===== src/dspace_pkg.sv =====
package dspace_pkg;

    // ==========================================================
    // address spaces and widths
    localparam int DATA_AW = 8;
    localparam int PROG_AW = 12;
    localparam int STACK_DEPTH = 6;
    localparam int WIN_LOW_BITS = 6;
    localparam int RAM_WORDS = 60;

    // ==========================================================
    // data-space decode boundaries
    localparam logic [7:0] WIN_FIRST = 8'h40;
    localparam logic [7:0] WIN_LAST = 8'h7F;
    localparam logic [7:0] RAM_FIRST = 8'h84;
    localparam logic [7:0] RAM_LAST = 8'hBF;

    // ==========================================================
    // register offsets
    localparam logic [7:0] OFS_POINTER_X = 8'h80;
    localparam logic [7:0] OFS_POINTER_Y = 8'h81;
    localparam logic [7:0] OFS_SHORT_DIRECT_V = 8'h82;
    localparam logic [7:0] OFS_SHORT_DIRECT_W = 8'h83;
    localparam logic [7:0] OFS_PORTA_VALUE = 8'hC0;
    localparam logic [7:0] OFS_PORTB_VALUE = 8'hC1;
    localparam logic [7:0] OFS_PORTA_DIR = 8'hC4;
    localparam logic [7:0] OFS_PORTB_DIR = 8'hC5;
    localparam logic [7:0] OFS_IRQ_OPTIONS = 8'hC8;
    localparam logic [7:0] OFS_ROM_WINDOW_BASE = 8'hC9;
    localparam logic [7:0] OFS_PORTA_CONFIG = 8'hCC;
    localparam logic [7:0] OFS_PORTB_CONFIG = 8'hCD;
    localparam logic [7:0] OFS_CONV_RESULT = 8'hD0;
    localparam logic [7:0] OFS_CONV_CONTROL = 8'hD1;
    localparam logic [7:0] OFS_TMR_PRESCALE = 8'hD2;
    localparam logic [7:0] OFS_TMR_COUNT = 8'hD3;
    localparam logic [7:0] OFS_TMR_STATUS_CTRL = 8'hD4;
    localparam logic [7:0] OFS_WATCHDOG_COUNT = 8'hD8;
    localparam logic [7:0] OFS_ACCUMULATOR = 8'hFF;

    // ==========================================================
    // reset values and read answers
    localparam logic [7:0] CORE_REG_RESET = 8'h00;
    localparam logic [7:0] RESERVED_READ = 8'h00;
    localparam logic [11:0] PC_RESET = 12'h000;
    localparam logic [7:0] PROT_READ = 8'h00;
    localparam int PROT_BIT = 3;

    // option byte load: cycles spent reading each byte
    localparam int OPT_LOAD_CYCLES = 2;

    // ==========================================================
    // decode regions
    typedef enum {
        RG_RESERVED, RG_WINDOW, RG_CORE, RG_RAM, RG_PERIPH, RG_WO, RG_ACC
    } region_t;

    // startup sequencer states
    typedef enum {
        ST_OPT_LO, ST_OPT_HI, ST_RUN, ST_PROG
    } boot_t;

    // core data-bus request
    typedef struct packed {
        logic rd;
        logic wr;
        logic bit_op;
        logic [7:0] addr;
        logic [7:0] wdata;
    } dbus_req_t;

    // option bytes as one word
    typedef struct packed {
        logic [7:0] hi;
        logic [7:0] lo;
    } opt_word_t;

endpackage : dspace_pkg


===== src/dspace_ram.sv =====
`timescale 1ns/1ns
`default_nettype none

// ==========================================================
// small synchronous data ram with registered read data
module dspace_ram
    import dspace_pkg::*;
(
    // clock
    input wire logic sys_clk,
    // access
    input wire logic wr_en,
    input wire logic [5:0] addr,
    input wire logic [7:0] wdata,
    output logic [7:0] rdata
);

    logic [7:0] mem [RAM_WORDS];

    // write port, no reset: ram content is undefined at power-up
    always_ff @(posedge sys_clk) begin
        if (wr_en) begin
            mem[addr] <= wdata;
        end
    end

    // read port registered
    always_ff @(posedge sys_clk) begin
        rdata <= mem[addr];
    end

endmodule : dspace_ram

`default_nettype wire


===== src/dspace_decoder.sv =====
`timescale 1ns/1ns
`default_nettype none

// Summary of operation
// - separate program, data and stack spaces
// - program space addressed by 12-bit counter
// - stack is six 12-bit return registers
// - data 40h-7Fh reads program memory window
// - window base high bits, address low six
// - window base holds bits 5..0 only
// - window base write-only at C9h, no bit ops
// - reset does not clear window base
// - data space holds ram, core, peripheral registers
// - port data, direction, option register slots
// - converter, timer, watchdog register slots
// - interrupt options write-only at C8h
// - reset reads both option bytes first
// - option bytes only in programming mode
// - programming mode only if test high at reset
// - protection blocks external program readout
// - protect bit high blocks, low allows readout
// - accumulator FFh, pointers 80h-83h, like ram
module dspace_decoder
    import dspace_pkg::*;
(
    // clock and reset
    input wire logic sys_clk,
    input wire logic rst_n,
    // core data bus
    input wire dbus_req_t dreq,
    output logic [7:0] drdata,
    output logic drvalid,
    output logic dsel_periph,
    // core program counter and stack control
    input wire logic pc_load,
    input wire logic [11:0] pc_load_val,
    input wire logic pc_inc,
    input wire logic stk_push,
    input wire logic stk_pop,
    output logic [11:0] pc,
    output logic [11:0] stk_top,
    // program memory read port
    output logic [11:0] pmem_addr,
    output logic pmem_rd,
    input wire logic [7:0] pmem_rdata,
    // peripheral register side
    input wire logic [7:0] periph_rdata,
    output logic [7:0] irq_options,
    output logic [5:0] window_base_bits,
    // test pin level at reset and external readout port
    input wire logic test_prog_level,
    input wire logic ext_rd,
    input wire logic [11:0] ext_addr,
    output logic [7:0] ext_rdata,
    output logic ext_rvalid,
    // option byte status
    output logic [15:0] opt_bytes,
    output logic prog_mode,
    output logic core_ready
);

    // ==========================================================
    // peripheral slot map; holes between slots stay reserved
    function automatic logic periph_slot(input logic [7:0] a);
        logic hit;
        hit = 1'b0;
        case (a)
            OFS_PORTA_VALUE, OFS_PORTB_VALUE: hit = 1'b1;
            OFS_PORTA_DIR, OFS_PORTB_DIR: hit = 1'b1;
            OFS_PORTA_CONFIG, OFS_PORTB_CONFIG: hit = 1'b1;
            OFS_CONV_RESULT, OFS_CONV_CONTROL: hit = 1'b1;
            OFS_TMR_PRESCALE, OFS_TMR_COUNT, OFS_TMR_STATUS_CTRL: hit = 1'b1;
            OFS_WATCHDOG_COUNT: hit = 1'b1;
            default: hit = 1'b0;
        endcase
        return hit;
    endfunction : periph_slot

    // decode function, used for both write and read paths
    // first match wins; whatever is left over is reserved,
    // so it takes no write and reads back as zero
    function automatic region_t decode(input logic [7:0] a);
        region_t r;
        r = RG_RESERVED;
        if (a >= WIN_FIRST && a <= WIN_LAST) r = RG_WINDOW;
        else if (a >= OFS_POINTER_X && a <= OFS_SHORT_DIRECT_W) r = RG_CORE;
        else if (a >= RAM_FIRST && a <= RAM_LAST) r = RG_RAM;
        else if (a == OFS_IRQ_OPTIONS || a == OFS_ROM_WINDOW_BASE) r = RG_WO;
        else if (a == OFS_ACCUMULATOR) r = RG_ACC;
        else if (periph_slot(a)) r = RG_PERIPH;
        return r;
    endfunction : decode

    // decode result and run qualifier
    region_t reg_now;
    boot_t boot_r;
    logic run;

    // core-side byte stores and ram port
    logic [7:0] core_regs_r [4];
    logic [7:0] acc_r;
    logic [7:0] ram_rdata;
    logic ram_we;

    // read answer bookkeeping
    logic [2:0] rd_src_r;
    logic [1:0] core_idx_r;

    // startup, stack and readout state
    logic opt_cnt_r;
    logic [11:0] stack_r [STACK_DEPTH];
    logic [2:0] sp_r;
    logic ext_pend_r;

    // nothing on the core bus counts until option load is done
    assign reg_now = decode(dreq.addr);
    assign run = (boot_r == ST_RUN);
    // reserved and write-only slots never reach the ram
    assign ram_we = run && dreq.wr && reg_now == RG_RAM;

    // ==========================================================
    // startup: strap test pin while the low option byte loads, then fetch the high byte
    // the core stays held until both bytes are in, so no
    // option is ever acted on half loaded
    always_ff @(posedge sys_clk or negedge rst_n) begin
        if (!rst_n) begin
            boot_r <= ST_OPT_LO;
            opt_cnt_r <= 1'b0;
            opt_bytes <= 16'h0000;
            prog_mode <= 1'b0;
            core_ready <= 1'b0;
        end else begin
            case (boot_r)
                ST_OPT_LO: begin
                    // test level sampled in both ST_OPT_LO cycles after release; the second cycle's level is kept
                    prog_mode <= test_prog_level;
                    opt_cnt_r <= ~opt_cnt_r;
                    if (opt_cnt_r) begin
                        opt_bytes[7:0] <= pmem_rdata;
                        boot_r <= ST_OPT_HI;
                    end
                end
                ST_OPT_HI: begin
                    opt_cnt_r <= ~opt_cnt_r;
                    if (opt_cnt_r) begin
                        opt_bytes[15:8] <= pmem_rdata;
                        boot_r <= prog_mode ? ST_PROG : ST_RUN;
                        // core released only in normal mode
                        core_ready <= ~prog_mode;
                    end
                end
                ST_RUN: boot_r <= ST_RUN;
                ST_PROG: boot_r <= ST_PROG;
                default: boot_r <= ST_OPT_LO;
            endcase
        end
    end

    // ==========================================================
    // program counter, 12 bits wide
    // a load wins over an increment in the same cycle
    always_ff @(posedge sys_clk or negedge rst_n) begin
        if (!rst_n) begin
            pc <= PC_RESET;
        end else if (run) begin
            if (pc_load) pc <= pc_load_val;
            else if (pc_inc) pc <= pc + 12'h001;
        end
    end

    // ==========================================================
    // six-deep return stack, separate space from data
    // depth count only guards pops; a push past six drops
    // the oldest entry off the bottom
    always_ff @(posedge sys_clk or negedge rst_n) begin
        if (!rst_n) begin
            sp_r <= 3'h0;
        end else if (run) begin
            if (stk_push && !stk_pop && sp_r != 3'(STACK_DEPTH)) sp_r <= sp_r + 3'h1;
            else if (stk_pop && !stk_push && sp_r != 3'h0) sp_r <= sp_r - 3'h1;
        end
    end

    // stack storage, shifts so the top is always entry 0
    // an empty stack ignores pops and keeps answering zero
    genvar gi;
    generate
        for (gi = 0; gi < STACK_DEPTH; gi++) begin : g_stack
            always_ff @(posedge sys_clk or negedge rst_n) begin
                if (!rst_n) begin
                    stack_r[gi] <= PC_RESET;
                end else if (run && stk_push) begin
                    stack_r[gi] <= (gi == 0) ? pc : stack_r[(gi == 0) ? 0 : gi - 1];
                end else if (run && stk_pop && sp_r != 3'h0) begin
                    stack_r[gi] <= (gi == STACK_DEPTH - 1) ? PC_RESET : stack_r[(gi == STACK_DEPTH - 1) ? gi : gi + 1];
                end
            end
        end
    endgenerate

    always_ff @(posedge sys_clk or negedge rst_n) begin
        if (!rst_n) stk_top <= PC_RESET;
        else stk_top <= stack_r[0];
    end

    // ==========================================================
    // window base: write-only, no reset on purpose
    // an unwritten base is unknown, so window reads before
    // the first write return whatever the base points at
    // bit ops refused since a read-modify-write cannot see the old value
    always_ff @(posedge sys_clk) begin
        if (run && dreq.wr && !dreq.bit_op && dreq.addr == OFS_ROM_WINDOW_BASE) begin
            window_base_bits <= dreq.wdata[5:0];  // bits 7..6 dropped
        end
    end

    // interrupt options, write-only
    // no read path: a read of this slot answers zero
    always_ff @(posedge sys_clk or negedge rst_n) begin
        if (!rst_n) irq_options <= CORE_REG_RESET;
        else if (run && dreq.wr && dreq.addr == OFS_IRQ_OPTIONS) irq_options <= dreq.wdata;
    end

    // ==========================================================
    // pointer and short-direct registers, plus accumulator
    // bit writes arrive as whole bytes, so they land like any write
    always_ff @(posedge sys_clk or negedge rst_n) begin
        if (!rst_n) begin
            for (int i = 0; i < 4; i++) core_regs_r[i] <= CORE_REG_RESET;
            acc_r <= CORE_REG_RESET;
        end else if (run && dreq.wr) begin
            if (reg_now == RG_CORE) core_regs_r[dreq.addr[1:0]] <= dreq.wdata;
            if (reg_now == RG_ACC) acc_r <= dreq.wdata;
        end
    end

    // ram index is the offset from the first ram byte, cut
    // to six bits on purpose; decode keeps writes in range
    dspace_ram u_ram (
        .sys_clk(sys_clk),
        .wr_en(ram_we),
        .addr(6'(dreq.addr - RAM_FIRST)),
        .wdata(dreq.wdata),
        .rdata(ram_rdata)
    );

    // ==========================================================
    // program memory port: boot fetch, window read, external read
    // window and readout never compete: readout exists only
    // while the core is held in programming mode
    always_ff @(posedge sys_clk or negedge rst_n) begin
        if (!rst_n) begin
            pmem_addr <= 12'h000;
            pmem_rd <= 1'b0;
            ext_pend_r <= 1'b0;
        end else begin
            pmem_rd <= 1'b0;
            ext_pend_r <= 1'b0;
            if (boot_r == ST_OPT_LO || boot_r == ST_OPT_HI) begin
                // option bytes sit outside the user map; no address needed
                pmem_addr <= 12'h000;
                pmem_rd <= 1'b1;
            end else if (run && dreq.rd && reg_now == RG_WINDOW) begin
                pmem_addr <= {window_base_bits, dreq.addr[5:0]};
                pmem_rd <= 1'b1;
            end else if (boot_r == ST_PROG && ext_rd) begin
                pmem_addr <= ext_addr;
                pmem_rd <= 1'b1;
                ext_pend_r <= 1'b1;
            end
        end
    end

    // external readout gated by protect bit
    // a protected read still pulses valid, so the programmer
    // sees a blank byte rather than a hang
    always_ff @(posedge sys_clk or negedge rst_n) begin
        if (!rst_n) begin
            ext_rdata <= PROT_READ;
            ext_rvalid <= 1'b0;
        end else begin
            ext_rvalid <= ext_pend_r;
            if (ext_pend_r) ext_rdata <= opt_bytes[8 + PROT_BIT] ? PROT_READ : pmem_rdata;
        end
    end

    // ==========================================================
    // read source tracking, answer one cycle after the ram/pmem fetch
    // source codes: 0 idle, 1 window, 2 ram, 3 core regs 80h-83h, 4 acc,
    // 5 peripheral, 6 zero for reserved and write-only slots
    // peripheral select pulses on writes too, so a slot can latch
    always_ff @(posedge sys_clk or negedge rst_n) begin
        if (!rst_n) begin
            rd_src_r <= 3'h0;
            core_idx_r <= 2'h0;
            dsel_periph <= 1'b0;
        end else begin
            rd_src_r <= 3'h0;
            dsel_periph <= 1'b0;
            if (run && (dreq.rd || dreq.wr)) begin
                dsel_periph <= (reg_now == RG_PERIPH);
            end
            if (run && dreq.rd) begin
                core_idx_r <= dreq.addr[1:0];
                case (reg_now)
                    RG_WINDOW: rd_src_r <= 3'h1;
                    RG_RAM: rd_src_r <= 3'h2;
                    RG_CORE: rd_src_r <= 3'h3;
                    RG_ACC: rd_src_r <= 3'h4;
                    RG_PERIPH: rd_src_r <= 3'h5;
                    default: rd_src_r <= 3'h6;  // reserved and write-only
                endcase
            end
        end
    end

    // read answer register
    // drdata drops back to zero between reads; only drvalid marks a fresh byte
    always_ff @(posedge sys_clk or negedge rst_n) begin
        if (!rst_n) begin
            drdata <= RESERVED_READ;
            drvalid <= 1'b0;
        end else begin
            drvalid <= (rd_src_r != 3'h0);
            case (rd_src_r)
                3'h1: drdata <= pmem_rdata;
                3'h2: drdata <= ram_rdata;
                3'h3: drdata <= core_regs_r[core_idx_r];
                3'h4: drdata <= acc_r;
                3'h5: drdata <= periph_rdata;
                default: drdata <= RESERVED_READ;
            endcase
        end
    end

endmodule : dspace_decoder

`default_nettype wire


===== config.mk =====
export PLATFORM = sky130hd
export DESIGN_NAME = dspace_decoder
export DESIGN_NICKNAME = d
export VERILOG_FILES = /design/src/dspace_pkg.sv /design/src/dspace_ram.sv /design/src/dspace_decoder.sv
export SDC_FILE = /design/constraint.sdc
export NUM_CORES = 1
export LEC_CHECK = 0
export BUFFER_PORTS_ARGS = -buffer_cell sky130_fd_sc_hd__buf_2
export CAP_MARGIN = 40
export CELL_PAD_IN_SITES_DETAIL_PLACEMENT = 1
export CELL_PAD_IN_SITES_GLOBAL_PLACEMENT = 2
export CORE_UTILIZATION = 41
export DETAILED_ROUTE_END_ITERATION = 10
export PLACE_DENSITY_LB_ADDON = 0.1
export SYNTH_ARGS = -nofsm -noshare
export SYNTH_HDL_FRONTEND = slang
export SYNTH_SLANG_ARGS = --single-unit

===== constraint.sdc =====
create_clock -name sys_clk -period 2.5 [get_ports sys_clk]
set_input_delay 0.25 -clock sys_clk [delete_from_list [all_inputs] [get_ports sys_clk]]
set_output_delay 0.25 -clock sys_clk [all_outputs]
set_load 0.02 [all_outputs]

== After elaboration in Yosys (flattened, before gate mapping) ==
Memories as Yosys holds them, arrays and structs flattened. A register that Yosys moved wholly into a read port is not among the register bits.
Cells that the tools add are included.

* $add $sub $neg: 4
* Multipliers: 0
* Div/mod/pow operators: 0
* Magnitude comparators: 9
* Eq/ne operators: 39
* Shifts and indexed selects: 0
* Multiplexer cells: 53
* Bitwise gates (word level): 4
* Reductions and logical operators: 43

{| class="wikitable"
|+ Operators by type and width
! cell !! count
|-
| 32-bit 2-to-1 mux || 7
|-
| 12-bit 2-to-1 mux || 17
|-
| 32-bit by 2-bit equality test with 1-bit output, second input constant || 6
|-
| 32-bit by 3-bit equality test with 1-bit output, second input constant || 6
|-
| 32-bit case mux with 4 select lines || 1
|-
| 8-bit equality test, second input constant || 15
|-
| 32-bit by 1-bit equality test with 1-bit output, second input constant || 2
|-
| 32-bit by 4-bit equality test with 1-bit output, second input constant || 2
|-
| 32-bit logical NOT || 2
|-
| 8-bit case mux with 5 select lines || 1
|-
| 32-bit bitwise mux || 1
|-
| 8-bit 2-to-1 mux || 4
|-
| 1-bit logical AND || 20
|-
| 8-bit binary-select mux with 2-bit select || 1
|-
| 8-bit demux with 2-bit select || 1
|-
| 8-bit greater-or-equal comparator, second input constant || 2
|-
| 8-bit <= comparator, second input constant || 2
|-
| 1-bit 2-to-1 mux || 15
|-
| 3-bit case mux with 5 select lines || 1
|-
| 2-bit AND reduction || 7
|-
| 12-bit by 1-bit adder with 12-bit output, second input constant || 1
|-
| 3-bit 2-to-1 mux || 4
|-
| 12-bit OR reduction || 1
|-
| 3-bit nonzero test || 3
|-
| 18 further kinds || 30
|}

* Flip-flop bits (word level): 242
* Bits in latches: 0
* RAM bits: 480
* Bits in read-only memories: 0
* Input bits: 67
* Output and inout port bits: 88
* Word-level logic and storage cells: 185
* Memories kept: 1

{| class="wikitable"
|+ Memory list
! memory !! depth !! width !! rd ports !! clocked after Yosys merged registers in !! write ports !! RTL line !! text
|-
| u_ram.mem || 60 || 8 || 1 || 1 || 1 || dspace_ram.sv:18 || <nowiki>logic [7:0] mem [RAM_WORDS];</nowiki>
|}

== Depth between registers and ports, before layout ==
* Depth after elaboration: 18
* Mapped depth: 12
* Gate-level depth less buffers: 7

== Cells and area by module ==
Synthesis repeated with hierarchy kept, for this count alone.

* Cell total of the unflattened synthesis: 1828
* Area, all modules: 28100.7 µm²

{| class="wikitable"
|+ By module, submodules not included
! module !! times used !! cells an instance !! area an instance (µm²)
|-
| dspace_ram || 1 || 1029 || 18679.2
|-
| dspace_decoder || 1 || 799 || 9421.5
|}

== Worst setup path before layout ==
Ideal clock, no wire load.

* Kind: input port to flip-flop
* Start: input dreq[10] (netlist bit)
* End: memory u_ram.mem[10][0], enable pin
* Setup time: 0.370 ns
* Data arrival time: 3.166 ns
* Slack: -1.036 ns
* Stages: 11
* Buffers on the path: 4
* Cell sequence: clkbuf_1 > inv_1 > clkbuf_1 > clkbuf_1 > ha_1 > clkbuf_1 > a31oi_1 > and3b_1 > nor4_1 > nand2_1 > nor2_1

* Longest elaborated chain between the ends: 18

{| class="wikitable"
|+ RTL lines
! item !! RTL line !! text
|-
| start: declaration || dspace_decoder.sv:30 || <nowiki>input wire dbus_req_t dreq,</nowiki>
|-
| 8-bit equality test || dspace_decoder.sv:67 || <nowiki>case (a)</nowiki>
|-
| 12-bit OR reduction (no source line) || n/a ||
|-
| 1-bit 2-to-1 mux || dspace_decoder.sv:67 ||
|-
| 1-bit 2-to-1 mux || dspace_decoder.sv:89 || <nowiki>else if (a == OFS_ACCUMULATOR) r = RG_ACC;</nowiki>
|-
| 1-bit 2-to-1 mux || dspace_decoder.sv:88 || <nowiki>else if (a == OFS_IRQ_OPTIONS || a == OFS_ROM_WINDOW_BASE) r = RG_WO;</nowiki>
|-
| 1-bit 2-to-1 mux || dspace_decoder.sv:87 || <nowiki>else if (a >= RAM_FIRST && a <= RAM_LAST) r = RG_RAM;</nowiki>
|-
| 1-bit 2-to-1 mux || dspace_decoder.sv:86 || <nowiki>else if (a >= OFS_POINTER_X && a <= OFS_SHORT_DIRECT_W) r = RG_CORE;</nowiki>
|-
| 1-bit 2-to-1 mux || dspace_decoder.sv:85 || <nowiki>if (a >= WIN_FIRST && a <= WIN_LAST) r = RG_WINDOW;</nowiki>
|-
| [... 2 more ...] || n/a ||
|-
| 32-bit 2-to-1 mux || dspace_decoder.sv:88 ||
|-
| 32-bit 2-to-1 mux || dspace_decoder.sv:87 ||
|-
| 32-bit 2-to-1 mux || dspace_decoder.sv:86 ||
|-
| 32-bit 2-to-1 mux || dspace_decoder.sv:85 ||
|-
| 32-bit by 3-bit equality test with 1-bit output || dspace_decoder.sv:119 || <nowiki>assign ram_we = run && dreq.wr && reg_now == RG_RAM;</nowiki>
|-
| 1-bit logical AND || dspace_decoder.sv:119 ||
|-
| 1-bit 2-to-1 mux || dspace_ram.sv:22 || <nowiki>if (wr_en) begin</nowiki>
|-
| 1-bit 2-to-1 mux (implied by the code) || dspace_ram.sv:23 || <nowiki>mem[addr] <= wdata;</nowiki>
|-
| end: declaration || dspace_ram.sv:18 ||
|}

Several ways; a longest one is shown, not always the timed one. The select of a mux whose other input is x is not followed.

== Final worst setup path ==
* Start: register boot_r[0]
* End: memory u_ram.mem[29][0], enable pin

* Longest elaborated chain between the ends: 5

{| class="wikitable"
|+ RTL lines
! item !! RTL line !! text
|-
| start: declaration || dspace_decoder.sv:96 || <nowiki>boot_t boot_r;</nowiki>
|-
| start signal: assignment || dspace_decoder.sv:147 || <nowiki>boot_r <= prog_mode ? ST_PROG : ST_RUN;</nowiki>
|-
| 32-bit by 3-bit equality test with 1-bit output || dspace_decoder.sv:117 || <nowiki>assign run = (boot_r == ST_RUN);</nowiki>
|-
| 1-bit logical AND (2 in series) || dspace_decoder.sv:119 ||
|-
| 1-bit 2-to-1 mux || dspace_ram.sv:22 ||
|-
| 1-bit 2-to-1 mux (implied by the code) || dspace_ram.sv:23 ||
|}

No other way between the ends.

==> summary.md <==
| Metric | Value |
|---|---|
| Critical setup path kind | `reg -> reg` |
| Internal power component | `21140 µW` |
| Iteration-0 DRC count of the detailed router | `1264` |
| H-Tree Depth | `3` |
| Final Max Slew Viols | `0` |
| Synthesized Nets | `1735` |
| P&R area growth vs syn | `22.16%` |
| Critical Path Fanout Max | `8` |
| Wire length per cell | `25.88 µm` |
| Overall Power | `27850 µW` |
| Starting Density | `41.70%` |
| Cell with the most instances after synthesis | `sky130_fd_sc_hd__edfxtp_1` |
| Arrival time worst endpoint | `2.55 ns` |
| Final TNS setup | `0 ns` |
| Number of maximum-capacitance violations | `0` |
| Proportion of power drawn by flip-flops and latches | `49.0%` |
| Num ports | `155` |
| Drc violations | `0` |
| Fmax | `0.4399 GHz` |
| Result of the run | `finished clean` |
| Final clock period utilization by the worst path | `90.92%` |
| Antenna violations before repair | `4` |
| Met1 global-route usage | `32.36%` |
| Ys flop type | `sky130_fd_sc_hd__edfxtp_1` |
| Placed Instances | `2715` |
| Part of the power in combinational logic | `9.8%` |
| Endpoints failing setup | `0` |
| Post-route antenna net violation count | `0` |
| Met3 usage in global routing | `4.540%` |
| Leakage power summed over all cells | `0.01309 µW` |
| Via count of the first global-routing pass | `16.76k` |
| Type of element launching the critical path | `flop` |
| Final core occ | `50.94%` |
| Total via count in the routed design | `15.97k` |
| Headroom to the max-slew limit | `40.00%` |
| Synth Warn # | `0` |
| Overall die area | `69840 µm²` |
| Final cell count without fillers | `2895` |
| Share of flip-flops with an asynchronous set or reset | `29.43%` |
| Setup repair after global routing missed its margin | `yes` |
| Yosys cell types | `63` |
| Power density over cell area | `808.3 nW/µm²` |
| CP max stage cell | `sky130_fd_sc_hd__dfrtp_1` |
| Layer with the highest usage after global routing | `met2` |
| Via-to-Cell Ratio | `5.518` |
| CTS tree | `built` |
| HPWL after detailed placement | `50000 µm` |
| Worst setup slack after layout | `0.2269 ns` |
| Number of buffer and inverter stages on the critical path | `1` |
| Clock skew after layout | `0.03147 ns` |
| P_sw | `6707 µW` |
| Type of element capturing the critical path | `flop` |
| Global-route wire length before repair | `113500 µm` |
| Share of power burned in the clock network | `41.1%` |
| Met2 Resource Use GR | `33.30%` |
| Clock Sinks | `700` |
| Portion of the post-synthesis area used by sequential elements | `70.59%` |
| Tmin final | `2.273 ns` |
| Average footprint of a synthesized cell | `16.98 µm²` |
| Slew of the pin with the lowest slew margin | `0.8966 ns` |
| Switching part of the total | `24.08%` |
| Cell row count | `95` |
| CTS clock-pin slew for the worst setup and hold paths | `0.06 ns` |
| Cell chosen for the clock root | `sky130_fd_sc_hd__clkbuf_16` |
| Maximum buffer depth of the clock tree | `3` |
| Final count of hold timing violations | `0` |
| Post-synthesis cell count | `1661` |
| GRT Util Overall | `22.01%` |
| Setup repair bufs after CTS | `0` |
| Number of enable-type register cells in the synthesized netlist | `486` |
| Die height | `264.3 µm` |
| Core area | `67630 µm²` |
| Crit path cell chain | `nor2b_1 > nand3_1 > nor4_4 > buf_4 > nand2_4 > nor2_4` |
| Pin count of the biggest net entering global routing | `74` |
| Top cells by count, synth | `sky130_fd_sc_hd__edfxtp_1, sky130_fd_sc_hd__dfrtp_1, sky130_fd_sc_hd__mux4_2` |
| CTS Buf Count | `75` |
| Largest area contributor in the synthesized netlist | `sky130_fd_sc_hd__edfxtp_1` |
| Cells taking the most area after synthesis | `sky130_fd_sc_hd__edfxtp_1, sky130_fd_sc_hd__dfrtp_1, sky130_fd_sc_hd__mux4_2` |
| Largest stage delay, worst path | `0.39 ns` |
| Synthesized area | `28200 µm²` |
| Worst voltage drop across the vdd grid | `0.5816 mV` |
| Kind of cell adding the most delay to the critical path | `simple AND/OR/NAND/NOR gates` |
| Number of buffer cells added on primary ports | `154` |
| Count of state elements after synthesis | `700` |
| Grt total ovfl | `0` |
| Share of final-layout standard cells stronger than drive strength 1 | `33.12%` |
| Hold Crit Class | `in -> reg` |
| GP Congestion | `0.8039` |
| Area share of the largest cell type after synthesis | `51.74%` |
| Clock network latency to the later pin of the worst-skew pair | `0.62 ns` |
| Wire length reported by the detailed router | `74910 µm` |
| First-pass iteration count of the detailed router | `5` |
| Critical Path RT | `2.78 ns` |
| Die width | `264.3 µm` |
| Placement Setup Slack | `-0.1504 ns` |
| Final #Nets | `2032` |
==> power groups by stage <==
stage | combinational [µW] | clock, µW | sequential (µW)
6_report | 2740 | 11500 | 13700
5_1_grt | 3010 | 12100 | 13800
4_1_cts | 2790 | 11700 | 13700
3_5_place_dp | 2730 | 0 | 13900
3_3_place_gp | 2660 | 0 | 13900
2_1_floorplan | 1420 | 0 | 13900
==> path summary, 6_finish.rpt <==
path / end / slack (ns) / startpoint / cells after the start
setup / recovery: u_ram.mem[29][0]$_DFFE_PP_ / 0.23 / boot_r[0]$_DFFE_PN0P_ / 6
hold / removal: rd_src_r[2]$_DFF_PN0_ / 0.06 / dreq[15] / 3
setup reg to reg: u_ram.mem[29][0]$_DFFE_PP_ / 0.23 / boot_r[0]$_DFFE_PN0P_ / 6
hold reg to reg: stk_top[11]$_DFF_PN0_ / 0.40 / stack_r[71]$_DFFE_PN0P_ / 0
max in group asynchronous: opt_bytes[3]$_DFFE_PN0P_ / 1.46 / rst_n / 3
min in group asynchronous: opt_bytes[14]$_DFFE_PN0P_ / 0.19 / rst_n / 2
==> worst register-to-register path: stages (launching register included) <==
cell and delay, ns:
sky130_fd_sc_hd__dfrtp_1 0.39, sky130_fd_sc_hd__nor2b_1 0.19, sky130_fd_sc_hd__nand3_1 0.28, sky130_fd_sc_hd__nor4_4 0.33
sky130_fd_sc_hd__buf_4 0.22, sky130_fd_sc_hd__nand2_4 0.23, sky130_fd_sc_hd__nor2_4 0.33
==> registers in the layout (all words and copies together), names as in the netlist, 3 cells and up <==
register	cells
u_ram.rdata	8
drdata	8
core_regs_r	32
window_base_bits	6
pmem_addr	12
stk_top	12
opt_bytes	16
pc	12
stack_r	72
u_ram.mem	480
sp_r	3
rd_src_r	3
ext_rdata	8
irq_options	8
acc_r	8
==> per-stage QoR <==
step	hold WS [ns]	cell area [µm²]
3_5_place_dp	0.2838	31510
6_report	0.06305	34450
4_1_cts	0.01037	34450
3_3_place_gp	0.2705	31500
5_1_grt	0.05527	34450
2_1_floorplan	-0.04559	28850
==> layout by cell type (no fill, tap or decap), types with 7 or more instances in the layout <==
master and count:
sky130_fd_sc_hd__nand2_1 118, sky130_fd_sc_hd__clkinv_2 9, sky130_fd_sc_hd__dfxtp_1 8, sky130_fd_sc_hd__clkinv_1 10
sky130_fd_sc_hd__mux2i_1 108, sky130_fd_sc_hd__edfxtp_1 486, sky130_fd_sc_hd__clkbuf_1 22, sky130_fd_sc_hd__a22oi_1 12
sky130_fd_sc_hd__nor2_4 60, sky130_fd_sc_hd__nand2_4 8, sky130_fd_sc_hd__mux2_2 76, sky130_fd_sc_hd__inv_1 16
sky130_fd_sc_hd__o22a_1 13, sky130_fd_sc_hd__a21oi_1 18, sky130_fd_sc_hd__mux4_2 127, sky130_fd_sc_hd__nor2b_1 13
sky130_fd_sc_hd__dfrtp_1 206, sky130_fd_sc_hd__dlygate4sd3_1 39, sky130_fd_sc_hd__nor2_1 27, sky130_fd_sc_hd__nand3b_1 9
sky130_fd_sc_hd__buf_12 29, sky130_fd_sc_hd__nand4_1 7, sky130_fd_sc_hd__o22ai_1 14, sky130_fd_sc_hd__a21o_1 18
sky130_fd_sc_hd__nand3_1 24, sky130_fd_sc_hd__a22o_1 12, sky130_fd_sc_hd__bufinv_16 11, sky130_fd_sc_hd__o21ai_0 93
sky130_fd_sc_hd__buf_4 93, sky130_fd_sc_hd__nor3_1 7, sky130_fd_sc_hd__buf_2 151, sky130_fd_sc_hd__clkbuf_16 78
==> what timing repair did <==
| item | CTS | global route |
|---|---|---|
| resized for setup | 0 | 0 |
| hold endpoints to repair | 121 | 0 |
| endpoints found under the setup margin | 0 | 24 |
| hold buffers | 39 | 0 |
==> layout make-up <==
cell class	instances	area, µm²
clock inverters	39	511.7
repair buffers	314	2454
fillers	6321	33180
well taps	873	1092
clock buffers	100	2034
inverters	19	76.32
flip-flops and latches	700	19910
multi-input cells	848	8372
diodes	2	5.005
==> cell families after synthesis <==
kind of cell	synth area share [%]
AO/OA/AOI/OAI	4.787
XOR/XNOR	0.1242
adder cells (fa/ha/maj)	0.3371
buffers and inverters	1.770
flip-flops	70.59
multiplexers	17.47
AND/OR/NAND/NOR	4.920
==> metal layers <==
layer  up-vias  wire, µm  part of all wire [%]
met5         -        19                 0.025
met1      8349     34800                    46
met2       434     34240                    46
met4         4      1704                   2.3
li1       7088         -                     -
met3        99      4146                   5.5
Power figures use the tool's default switching activity.
